File: config.mk
export PLATFORM = sky130hd
export DESIGN_NAME = ppcr_regs
export DESIGN_NICKNAME = d
export VERILOG_FILES = /design/src/ppcr_regs.v
export VERILOG_INCLUDE_DIRS = /design/src /design/src/shared
export SDC_FILE = /design/constraint.sdc
export NUM_CORES = 1
export LEC_CHECK = 0
export ABC_AREA = 0
export ABC_CLOCK_PERIOD_IN_PS = 2700
export BUFFER_PORTS_ARGS = -buffer_cell sky130_fd_sc_hd__buf_2
export CAP_MARGIN = 10
export CORE_ASPECT_RATIO = 0.5
export CORE_MARGIN = 1.5
export CORE_UTILIZATION = 49
export CTS_CLUSTER_DIAMETER = 60
export CTS_CLUSTER_SIZE = 20
export DETAILED_ROUTE_END_ITERATION = 12
export HOLD_SLACK_MARGIN = 0.06
export PLACE_DENSITY = 0.79
export SLEW_MARGIN = 20
export SYNTH_ARGS = -nofsm -noshare
export SYNTH_HDL_FRONTEND = slang
export SYNTH_SLANG_ARGS = --single-unit
File: constraint.sdc
create_clock -name clk -period 2.7 [get_ports clk]
set_clock_uncertainty 0.2 [all_clocks]
set_input_delay 0.54 -clock clk [delete_from_list [all_inputs] [get_ports clk]]
set_output_delay 0.54 -clock clk [all_outputs]
set_load 0.1 [all_outputs]
File: src/shared/ppcr_consts.vh
// constants for the protected power control register bank
// assumes inclusion by bare name from design files
`ifndef PPCR_CONSTS_VH
`define PPCR_CONSTS_VH
`define PPCR_OFS_PCON_TWO      8'h44
`define PPCR_OFS_PCON_THREE    8'h45
`define PPCR_OFS_LOCK_CTRL     8'h48
`define PPCR_ADDR_HIGH_PAGE_P  8'h00
`define PPCR_MODE_STANDBY      8'h00
`define PPCR_MODE_PAGE_WRITE   8'h04
`define PPCR_MODE_PAGE_READ    8'h05
`define PPCR_TRIG_FIRST        8'h46
`define PPCR_TRIG_SECOND       8'hb9
`define PPCR_RST_PCON_TWO      8'h05
`define PPCR_RST_PCON_THREE    8'h01
`define PPCR_RST_LOCK_CTRL     8'h00
`define PPCR_MASK_PCON_THREE   8'h09
`define PPCR_MASK_LOCK_CTRL    8'h7f
`define PPCR_BIT_HSE           7
`define PPCR_BIT_EXEC_LOCK     6
`define PPCR_BIT_LVL_HI        5
`define PPCR_BIT_LVL_LO        4
`define PPCR_BIT_D1_RST        3
`define PPCR_BIT_D1_EN         2
`define PPCR_BIT_D0_RST        1
`define PPCR_BIT_D1_KEEP       3
`define PPCR_BIT_DEBUG         0
`define PPCR_LOCK_P6           6
`define PPCR_LOCK_P4           5
`define PPCR_LOCK_WDT          4
`define PPCR_LOCK_CK1          3
`define PPCR_LOCK_CK0          2
`define PPCR_LOCK_PW1          1
`define PPCR_LOCK_PW0          0
`define PPCR_PAGE_ONE          4'h1
`define PPCR_OFS_COPY_CK0      8'h41
`define PPCR_OFS_COPY_CK1      8'h42
`define PPCR_OFS_COPY_PW0      8'h43
`define PPCR_OFS_COPY_PW1      8'h4c
`define PPCR_OFS_COPY_P4       8'h49
`define PPCR_OFS_COPY_P6       8'h4a
`define PPCR_OFS_COPY_WDT      8'h4b
`define PPCR_FORCE_PCON_TWO    8'h01
`endif

File: src/ppcr_regs.v
// protected-page power control, detector control and normal-page write locks
// assumes the flash-programming command logic drives the two-byte trigger
// in the same clock domain; detectors' analogue parts sit outside
`timescale 1ns/10ps
`include "ppcr_consts.vh"
// Operation
// RULE1 - bit 7 of power control two drives high-speed circuit enable
// RULE2 - bit 6 set blocks code execution from the data-flash region
// RULE3 - bits 5..4 pick detector-1 threshold 2.0, 2.4, 3.7 or 4.2 V
// RULE4 - detector-1 level field loads from option bits at reset
// RULE5 - bit 3 set lets detector-1 flag issue a system reset
// RULE6 - bit 2 enables detector 1; clear turns it off
// RULE7 - bit 1 set lets detector-0 flag issue a system reset
// RULE8 - software writes 1 to bit 0 of power control two
// RULE9 - power control three bit 3 keeps detector 1 running in power-down
// RULE10 - power control three bit 0 connects debug to port 4 pins 4 and 5
// RULE11 - software writes 0 to reserved bits of both registers
// RULE12 - lock bit 6 blocks port 6 writes from page 1, reads stay
// RULE13 - lock bit 5 blocks port 4 writes from normal pages
// RULE14 - lock bit 4 makes watchdog control read-only from normal pages
// RULE15 - lock bits 3 and 2 protect clock control one and zero
// RULE16 - lock bits 1 and 0 protect power control one and zero
// RULE17 - protected-page copies are always writable regardless of locks
// RULE18 - read sequence: high address 0, enable, mode 5, trigger, restore; this block has no read path and a mode-5 trigger does nothing
// RULE19 - write sequence: same trigger with mode 4, then standby and disable
// RULE20 - high address 0, low address selects; data loads on trigger
// RULE21 - locked normal writes are silently dropped, reads unaffected
module ppcr_regs (
  // clock and control
  input  wire       clk,
  input  wire       srst,
  input  wire       ce,
  // option bits for the detector-1 level, from non-volatile storage
  input  wire [1:0] option_level,
  // flash-programming command interface
  input  wire       flash_prog_enable,
  input  wire [7:0] flash_op_mode,
  input  wire [7:0] flash_addr_high,
  input  wire [7:0] flash_addr_low,
  input  wire [7:0] flash_data_byte,
  input  wire       cmd_write,
  input  wire [7:0] flash_command_trigger,
  // normal-page special register write attempts
  input  wire [3:0] sfr_page,
  input  wire       wr_port4,
  input  wire       wr_port6,
  input  wire       wr_watchdog,
  input  wire       wr_clock0,
  input  wire       wr_clock1,
  input  wire       wr_power0,
  input  wire       wr_power1,
  // brown-out detector flags from the analogue side, and the power-down state
  input  wire       detector0_flag,
  input  wire       detector1_flag,
  input  wire       power_down,
  // controls out
  output reg        high_speed_enable,
  output reg        data_flash_exec_lockout,
  output reg  [1:0] detector1_level_select,
  output reg        detector1_active,
  output reg        debug_port_enable,
  output reg        brownout_reset,
  // protected-page write strobes for the locked registers' copies
  output reg        pp_wr_port4,
  output reg        pp_wr_port6,
  output reg        pp_wr_watchdog,
  output reg        pp_wr_clock0,
  output reg        pp_wr_clock1,
  output reg        pp_wr_power0,
  output reg        pp_wr_power1,
  output reg  [7:0] pp_wr_data,
  // gated normal-page write strobes
  output reg        en_wr_port4,
  output reg        en_wr_port6,
  output reg        en_wr_watchdog,
  output reg        en_wr_clock0,
  output reg        en_wr_clock1,
  output reg        en_wr_power0,
  output reg        en_wr_power1
);

  // protected-page offsets of the copies; the addresses are this block's own choice
  localparam [7:0] OFS_CK0 = `PPCR_OFS_COPY_CK0;
  localparam [7:0] OFS_CK1 = `PPCR_OFS_COPY_CK1;
  localparam [7:0] OFS_PW0 = `PPCR_OFS_COPY_PW0;
  localparam [7:0] OFS_PW1 = `PPCR_OFS_COPY_PW1;
  localparam [7:0] OFS_P4  = `PPCR_OFS_COPY_P4;
  localparam [7:0] OFS_P6  = `PPCR_OFS_COPY_P6;
  localparam [7:0] OFS_WDT = `PPCR_OFS_COPY_WDT;

  localparam [1:0] ST_IDLE  = 2'b01;
  localparam [1:0] ST_ARMED = 2'b10;

  reg  [7:0] power_control_two;
  reg  [7:0] power_control_three;
  reg  [7:0] page_write_lock_control;
  reg  [1:0] state;
  reg  [1:0] next_state;
  reg        fire;
  reg        d0_s1;
  reg        d0_s2;
  reg        d1_s1;
  reg        d1_s2;
  reg        pd_s1;
  reg        pd_s2;
  reg        d0_prev;
  reg        d1_prev;
  reg        opt_s1;
  reg        opt_s2;
  reg  [1:0] opt_a;
  reg  [1:0] opt_b;
  reg        load_opt;

  function sel;
    input [7:0] ofs;
    begin
      sel = fire && (flash_addr_low == ofs);
    end
  endfunction

  // rising edge of a synchronised flag; both sides come from flops
  function rise;
    input now_lvl;
    input was_lvl;
    begin
      rise = now_lvl & ~was_lvl;
    end
  endfunction

  // copy offset of each locked register, lane order as in the lock register
  function [7:0] copy_ofs;
    input integer idx;
    begin
      case (idx)
        `PPCR_LOCK_P6:  copy_ofs = OFS_P6;
        `PPCR_LOCK_P4:  copy_ofs = OFS_P4;
        `PPCR_LOCK_WDT: copy_ofs = OFS_WDT;
        `PPCR_LOCK_CK1: copy_ofs = OFS_CK1;
        `PPCR_LOCK_CK0: copy_ofs = OFS_CK0;
        `PPCR_LOCK_PW1: copy_ofs = OFS_PW1;
        default:        copy_ofs = OFS_PW0;
      endcase
    end
  endfunction

  // lanes in lock-register bit order: 6 port 6, 5 port 4, 4 watchdog,
  // 3 clock one, 2 clock zero, 1 power one, 0 power zero
  wire [6:0] wr_try = {wr_port6, wr_port4, wr_watchdog, wr_clock1, wr_clock0, wr_power1, wr_power0};
  wire [6:0] lock_hit;
  wire [6:0] next_en_wr;
  wire [6:0] next_pp_wr;
  genvar g;
  generate
    for (g = 0; g < 7; g = g + 1) begin : gate_lane
      if (g == `PPCR_LOCK_P6) begin : page_one_only
        // port 6 lives in page 1 only, so its lock looks at the page
        assign lock_hit[g] = page_write_lock_control[g] & (sfr_page == `PPCR_PAGE_ONE); // RULE12
      end else begin : any_page
        // pages 0 to f are all normal pages, so no page test is needed
        assign lock_hit[g] = page_write_lock_control[g]; // RULE13 RULE14 RULE15 RULE16
      end
      // a locked attempt just vanishes: no error, and the read path is elsewhere
      assign next_en_wr[g] = wr_try[g] & ~lock_hit[g]; // RULE21
      // the protected-page copy ignores the lock; operands passed in full so the
      // assignment wakes up whenever fire or the address moves
      assign next_pp_wr[g] = fire && (flash_addr_low == copy_ofs(g)); // RULE17
    end
  endgenerate

  // two-byte trigger: a wrong second byte drops back to idle
  always @* begin
    next_state = state;
    fire = 1'b0;
    case (state)
      ST_IDLE: begin
        if (cmd_write && flash_prog_enable && flash_command_trigger == `PPCR_TRIG_FIRST)
          next_state = ST_ARMED;
      end
      ST_ARMED: begin
        if (cmd_write) begin
          next_state = ST_IDLE;
          if (flash_prog_enable && flash_command_trigger == `PPCR_TRIG_SECOND &&
              flash_op_mode == `PPCR_MODE_PAGE_WRITE &&
              flash_addr_high == `PPCR_ADDR_HIGH_PAGE_P)
            fire = 1'b1; // RULE20
        end
      end
      default: next_state = ST_IDLE;
    endcase
  end

  // trigger state in its own process keeps the register updates below flat
  always @(posedge clk) begin
    if (srst) begin
      state <= ST_IDLE;
    end else if (ce) begin
      state <= next_state;
    end
  end

  always @(posedge clk) begin
    if (srst) begin
      power_control_two       <= `PPCR_RST_PCON_TWO;
      power_control_three     <= `PPCR_RST_PCON_THREE;
      page_write_lock_control <= `PPCR_RST_LOCK_CTRL;
      d0_s1 <= 1'b0;
      d0_s2 <= 1'b0;
      d1_s1 <= 1'b0;
      d1_s2 <= 1'b0;
      pd_s1 <= 1'b0;
      pd_s2 <= 1'b0;
      d0_prev <= 1'b0;
      d1_prev <= 1'b0;
      opt_s1 <= 1'b0;
      opt_s2 <= 1'b0;
      opt_a <= 2'b00;
      opt_b <= 2'b00;
      load_opt <= 1'b1;
      high_speed_enable       <= 1'b0;
      data_flash_exec_lockout <= 1'b0;
      detector1_level_select  <= 2'b00;
      detector1_active        <= 1'b0;
      debug_port_enable       <= 1'b0;
      brownout_reset          <= 1'b0;
      // the strobe outputs reset in their own process below
    end else if (ce) begin
      // option bits are pins from another domain
      opt_a <= option_level;
      opt_b <= opt_a;
      opt_s1 <= load_opt;
      opt_s2 <= opt_s1;
      d0_s1 <= detector0_flag;
      d0_s2 <= d0_s1;
      d1_s1 <= detector1_flag;
      d1_s2 <= d1_s1;
      pd_s1 <= power_down;
      pd_s2 <= pd_s1;
      d0_prev <= d0_s2;
      d1_prev <= d1_s2;
      // level field caught from option bits once synchroniser has settled
      if (opt_s2) begin
        power_control_two[`PPCR_BIT_LVL_HI:`PPCR_BIT_LVL_LO] <= opt_b; // RULE4
        load_opt <= 1'b0;
        opt_s1 <= 1'b0;
        opt_s2 <= 1'b0;
      end else if (sel(`PPCR_OFS_PCON_TWO)) begin
        // bit 0 is kept at 1 whatever software writes
        power_control_two <= flash_data_byte | `PPCR_FORCE_PCON_TWO; // RULE8
      end
      if (sel(`PPCR_OFS_PCON_THREE))
        power_control_three <= flash_data_byte & `PPCR_MASK_PCON_THREE; // RULE11
      if (sel(`PPCR_OFS_LOCK_CTRL))
        page_write_lock_control <= flash_data_byte & `PPCR_MASK_LOCK_CTRL; // RULE11
      high_speed_enable       <= power_control_two[`PPCR_BIT_HSE]; // RULE1
      data_flash_exec_lockout <= power_control_two[`PPCR_BIT_EXEC_LOCK]; // RULE2
      detector1_level_select  <= power_control_two[`PPCR_BIT_LVL_HI:`PPCR_BIT_LVL_LO]; // RULE3
      detector1_active <= power_control_two[`PPCR_BIT_D1_EN] &
                          (~pd_s2 | power_control_three[`PPCR_BIT_D1_KEEP]); // RULE6 RULE9
      debug_port_enable <= power_control_three[`PPCR_BIT_DEBUG]; // RULE10
      // reset pulse on the rising edge of a flag
      brownout_reset <= (rise(d1_s2, d1_prev) & power_control_two[`PPCR_BIT_D1_RST]) | // RULE5
                        (rise(d0_s2, d0_prev) & power_control_two[`PPCR_BIT_D0_RST]); // RULE7
    end
  end

  // one-clock strobes; every copy has an address of its own
  always @(posedge clk) begin
    if (srst) begin
      pp_wr_port4    <= 1'b0;
      pp_wr_port6    <= 1'b0;
      pp_wr_watchdog <= 1'b0;
      pp_wr_clock0   <= 1'b0;
      pp_wr_clock1   <= 1'b0;
      pp_wr_power0   <= 1'b0;
      pp_wr_power1   <= 1'b0;
      pp_wr_data     <= 8'h00;
      en_wr_port4    <= 1'b0;
      en_wr_port6    <= 1'b0;
      en_wr_watchdog <= 1'b0;
      en_wr_clock0   <= 1'b0;
      en_wr_clock1   <= 1'b0;
      en_wr_power0   <= 1'b0;
      en_wr_power1   <= 1'b0;
    end else if (ce) begin
      // protected copies ignore the locks
      pp_wr_data     <= flash_data_byte;
      pp_wr_port4    <= next_pp_wr[`PPCR_LOCK_P4]; // RULE17
      pp_wr_port6    <= next_pp_wr[`PPCR_LOCK_P6];
      pp_wr_watchdog <= next_pp_wr[`PPCR_LOCK_WDT];
      pp_wr_clock0   <= next_pp_wr[`PPCR_LOCK_CK0];
      pp_wr_clock1   <= next_pp_wr[`PPCR_LOCK_CK1];
      pp_wr_power0   <= next_pp_wr[`PPCR_LOCK_PW0];
      pp_wr_power1   <= next_pp_wr[`PPCR_LOCK_PW1];
      // dropped writes raise nothing; read paths are outside and untouched
      en_wr_port6    <= next_en_wr[`PPCR_LOCK_P6]; // RULE12 RULE21
      en_wr_port4    <= next_en_wr[`PPCR_LOCK_P4]; // RULE13
      en_wr_watchdog <= next_en_wr[`PPCR_LOCK_WDT]; // RULE14
      en_wr_clock1   <= next_en_wr[`PPCR_LOCK_CK1]; // RULE15
      en_wr_clock0   <= next_en_wr[`PPCR_LOCK_CK0]; // RULE15
      en_wr_power1   <= next_en_wr[`PPCR_LOCK_PW1]; // RULE16
      en_wr_power0   <= next_en_wr[`PPCR_LOCK_PW0]; // RULE16
    end
  end

endmodule

### Word level (Yosys, flattened, before mapping)

Cells that the tools add are included.

| operators by class | value |
|---|---|
| equal/unequal tests | 18 |
| mux-type cells | 10 |
| bitwise logic cells | 26 |
| reduce and logical (&&, ||, !) cells | 22 |

Operators with widths:

| cell | count |
|---|---|
| $eq 8x7->1 const B | 11 |
| $logic_and 1x1->1 | 15 |
| $and 1x1->1 | 13 |
| $not 1->1 | 11 |
| $eq 8x3->1 const B | 1 |
| $eq 8x8->1 const B | 1 |
| $logic_not 8->1 | 1 |
| $mux 2 | 3 |
| $mux 6 | 1 |
| $reduce_and 2->1 | 3 |
| $reduce_and 3->1 | 2 |
| $mux 1 | 5 |
| $eq 4x1->1 const B | 1 |
| $ne 2x2->1 const B | 2 |
| $pmux 2 s2 | 1 |
| $eq 2x1->1 const B | 1 |
| $eq 2x2->1 const B | 1 |
| $or 1x1->1 | 2 |
| $reduce_bool 2->1 | 1 |

| word-level totals | value |
|---|---|
| flip-flop bits (word level) | 62 |
| bits of input ports | 61 |
| output and inout bits | 29 |
| logic and storage cells | 115 |

### Depth between registers and ports, before layout

| logic depth | value |
|---|---|
| depth after elaboration | 10 |
| mapped depth | 7 |
| gate-level depth less buffers | 5 |

### Least setup slack after synthesis

OpenSTA, ideal clock, no wires.

| timing | value |
|---|---|
| path type | in2reg |
| from | in flash_addr_high[5] |
| to | reg page_write_lock_control[0] |
| library setup time | 0.128 ns |
| data arrival time | 1.929 ns |
| data required time | 2.372 ns |
| setup slack | 0.443 ns |
| stages on the path | 6 |
| cell sequence | or4_4 -> nand3b_4 -> and4bb_1 -> buf_4 -> mux2i_1 -> nor2_1 |

| between the ends | value |
|---|---|
| cells in the longest elaborated chain, start to end | 7 |

Ends and longest elaborated chain:

| element | line | source |
|---|---|---|
| start, declared | ppcr_regs.v:38 | `input wire [7:0] flash_addr_high,` |
| $logic_not 8->1 (no source line) | n/a |  |
| $logic_and 1x1->1 (no source line) | n/a |  |
| $mux 1 | ppcr_regs.v:182 | `` if (flash_prog_enable && flash_command_trigger == `PPCR_TRIG_SECOND && `` |
| $mux 1 | ppcr_regs.v:180 | `if (cmd_write) begin` |
| $mux 1 | ppcr_regs.v:174 | `case (state)` |
| $logic_and 1x1->1 | ppcr_regs.v:117 | `sel = fire && (flash_addr_low == ofs);` |
| $reduce_and 2->1 (no source line) | n/a |  |
| end signal, assigned | ppcr_regs.v:205 | `` page_write_lock_control <= `PPCR_RST_LOCK_CTRL; `` |
| end signal, assigned | ppcr_regs.v:253 | `` page_write_lock_control <= flash_data_byte & `PPCR_MASK_LOCK_CTRL; `` |
| end, declared | ppcr_regs.v:96 | `reg [7:0] page_write_lock_control;` |

Every way passes these cells.
A chain may end at the register's enable or synchronous reset.

### Final worst setup path

| timing | value |
|---|---|
| from | in flash_command_trigger[1] |
| to | reg power_control_two[1] |

| between the ends | value |
|---|---|
| cells in the longest elaborated chain, start to end | 9 |

Ends and longest elaborated chain:

| element | line | source |
|---|---|---|
| start, declared | ppcr_regs.v:42 | `input wire [7:0] flash_command_trigger,` |
| $eq 8x8->1 (no source line) | n/a |  |
| $logic_and 1x1->1 (no source line) (3 in series) | n/a |  |
| $mux 1 | ppcr_regs.v:182 |  |
| $mux 1 | ppcr_regs.v:180 |  |
| $mux 1 | ppcr_regs.v:174 |  |
| $logic_and 1x1->1 | ppcr_regs.v:117 |  |
| $reduce_and 3->1 (no source line) | n/a |  |
| end signal, assigned | ppcr_regs.v:203 | `` power_control_two <= `PPCR_RST_PCON_TWO; `` |
| end signal, assigned by index | ppcr_regs.v:242 | `` power_control_two[`PPCR_BIT_LVL_HI:`PPCR_BIT_LVL_LO] <= opt_b; `` |
| end signal, assigned | ppcr_regs.v:248 | `` power_control_two <= flash_data_byte \| `PPCR_FORCE_PCON_TWO; `` |
| end, declared | ppcr_regs.v:94 | `reg [7:0] power_control_two;` |

Every way passes these cells.

==> flow_summary.yaml <==
yosys:
  netlist_instances: 262
  synth_seq_cells: 62
  synth_area_mm2: 0.00258
  seq_area_frac_synth: 0.482
  synth_flop_cell: "dfxtp_1"
  synth_cell_types: 34
  synth_most_common_cell: "dfxtp_1"
  avgSynthCellArea_um2: 9.83
  synth_edf_count: 0
  ys.warnings.count: 0
  synth.top_cell.area_share: 0.482
  synth_top_area_cell: "dfxtp_1"
  async_flop_share: 0
  synth_common_cells: "dfxtp_1, nor2_1, mux2i_1"
  synthTopCellsByArea: "dfxtp_1, mux2i_1, nor2_1"
  synthesis.nets: 323
sta:
  hold_viol: 0
  fin_crit_ps: 2220
  fmax_mhz: 451
  maxSlewHeadroom: 0.579
  finalSetupViolCount: 0
  grt_setup_unrepaired: "false"
  fin_tns_setup_ps: 0
  post-route-period-util: 0.821
  slew_violations: 0
  worst_slew_pin_slew_ps: 632
pwr:
  power_density_mw_per_mm2: 664
  p_leak_nw: 1.49
  finalPower_w: 0.00222
  ir_drop_mv: 0.384
cells_and_area:
  seqCellArea_mm2: 0.00124
  fill_cells: 400
  final_util: 0.669
  drive_above_1_share: 0.325
  area_delta_synth_final_pct: 29.9
  fin_nets: 413
  diodes: 0
  multi_input_area_mm2: 0.00126
clock_tree:
  hold_buffers: 0
  post-cts-setup-buffer-count: 0
  cts.clk_slew.worst_paths_ps: 70
  clock_latency_ps: 340
  cts_buffers: 9
  cts.root.buffer_cell: "clkbuf_8"
  clock_sinks: 62
  cts.repair.resized: 0
  cts_buffer_depth: 2
  cts_htree_levels: 3
  cts_tree: "yes"
floorplanning:
  die_w_um: 106
  die_area_mm2: 0.00573
  initial_core_util: 0.515
  die_y_um: 54.3
  core_region_area_mm2: 0.00500
  row_count: 18
  ios: 90
global_routing:
  grt_pass1_vias: 1998
  top_usage_layer: "met2"
  antenna_found_initial: 0
  grt_use_met1: 0.218
  grtUsageTotal: 0.199
  grt_max_degree: 55
  globalRoute.totalOverflow: 0
  grtUsageMet2: 0.376
  grt_pass1_wl_um: 8630
  use_met3: 0.0667
setup_path:
  r2r_cells: 5
  cp-end-kind: "flip-flop"
  critical_path.top_delay_family: "simple AND/OR/NAND/NOR gates"
  critPathBufInv: 1
  slowest_stage: "and4bb_1"
  worstPathRequired_ps: 2710
  start_kind: "input pin"
  critPathKind: "input pin to flip-flop"
  rr_endpoint: "power_control_two[1]"
  r2r-start: "state[0]"
  crit_fanout: 6
  cp_data_arrival_time_ps: 2220
  critPathMaxStageDelay_ps: 590
  reg2reg_slack_ps: 590
  path_cells: "buf_2 -> nor4b_1 -> nand4_1 -> and4bb_1 -> mux2i_1 -> nor2_1"
detailed_routing:
  drc: 0
  via_per_inst: 5.15
  ant_nets: 0
  first_pass_iters: 4
  dr_total_vias: 2198
  drt-initial-drc-count: 37
  wire_per_inst_um: 12.9
  routed_wirelength_um: 5490
min_path:
  hold_end: "d1_s1"
  hp-class: "input pin to flip-flop"
  min_from: "detector1_flag"
  hold_path_depth: 3
job:
  max_cap_violations: 0
outcome:
  status: "finished, final reports clean"
placed_design:
  numPortBuffers: 89
  hpwl_um: 3880
  place_congestion: 0.832
-- cells in the final DEF (no fill, tap or decap), types with 2 or more instances in the layout --
cell	synthesis	routed
nand4_1	6	6
dfxtp_1	62	62
mux2i_1	39	39
buf_4	2	5
clkbuf_8	0	10
nor3b_1	4	4
nand2_1	8	8
and4b_1	2	2
nand2b_1	18	18
buf_2	0	89
nand3b_1	13	13
nor2_1	40	40
nor3_1	2	2
and4bb_1	2	2
a21oi_1	18	18
nor4b_1	4	4
inv_1	2	2
nor2b_1	4	4
bufinv_16	0	3
nor4_1	4	4
nor4_2	2	2
o21ai_0	2	2
-- kinds of logic (layout without fill, tap and decap cells) --
| family | count (synthesis) | count (layout) | share of synthesized area |
|---|---|---|---|
| muxes | 39 | 39 | 0.152 |
| AOI/OAI and AO/OA | 25 | 25 | 0.0534 |
| buffers and inverters | 18 | 113 | 0.0291 |
| and+or+nand+nor | 118 | 118 | 0.284 |
| DFF | 62 | 62 | 0.482 |
-- sequential cells by signal, indices dropped and copies added, names as in the netlist, 2 cells and up --
signal,cells
power_control_three,2
power_control_two,7
opt_b,2
page_write_lock_control,7
opt_a,2
state,2
detector1_level_select,2
pp_wr_data,8
-- stage by stage --
step / hold WS, ps / cells / area [µm²] / setup WS (ps)
after floorplan: 223 / 262 / 2580 / 443
after global placement: 233 / 411 / 3100 / 211
after detailed placement: 241 / 411 / 3100 / 162
after CTS: 223 / 427 / 3350 / 496
after global routing: 238 / 427 / 3350 / 336
final: 235 / 427 / 3350 / 483
-- routing by layer --
layer  up-vias  share of wire
met5         -              0
met4         0          0.011
met3        10          0.051
met2        48           0.50
met1      1033           0.44
li1       1107              -
-- where the power goes --
group	leakage, nW	internal [W]	switching [W]	total, W
Clock	0.120	0.000640	0.000347	0.000987
Sequential	0.505	0.000941	0.0000142	0.000955
Combinational	0.863	0.0000856	0.000196	0.000281
Total	1.49	0.00167	0.000557	0.00222
-- worst max-delay path by stage --
stage          depth (start not counted)                         end                      from  slack, ps
3_3_place_gp                           6        power_control_two[1]        flash_addr_high[5]        210
6_report                               6        power_control_two[1]  flash_command_trigger[1]        480
5_1_grt                                6        power_control_two[1]  flash_command_trigger[1]        340
2_1_floorplan                          6  page_write_lock_control[0]        flash_addr_high[5]        440
4_1_cts                                6        power_control_two[1]  flash_command_trigger[1]        500
3_5_place_dp                           6        power_control_two[7]  flash_command_trigger[1]        160
-- worst register-to-register path, delay by kind of cell (launching register included) --
family	cells	cell delay, ps
mux	1	250
simple gates	4	1180
flops	1	340
-- area by class of cell --
| cell class | count | area share |
|---|---|---|
| clock buffers | 11 | 0.0422 |
| clock inverters | 5 | 0.0318 |
| inverters | 2 | 0.00224 |
| multi-input cells | 182 | 0.376 |
| flip-flops and latches | 62 | 0.371 |
| well taps | 70 | 0.0262 |
| repair buffers | 95 | 0.150 |
Power figures use the tool's default switching activity.
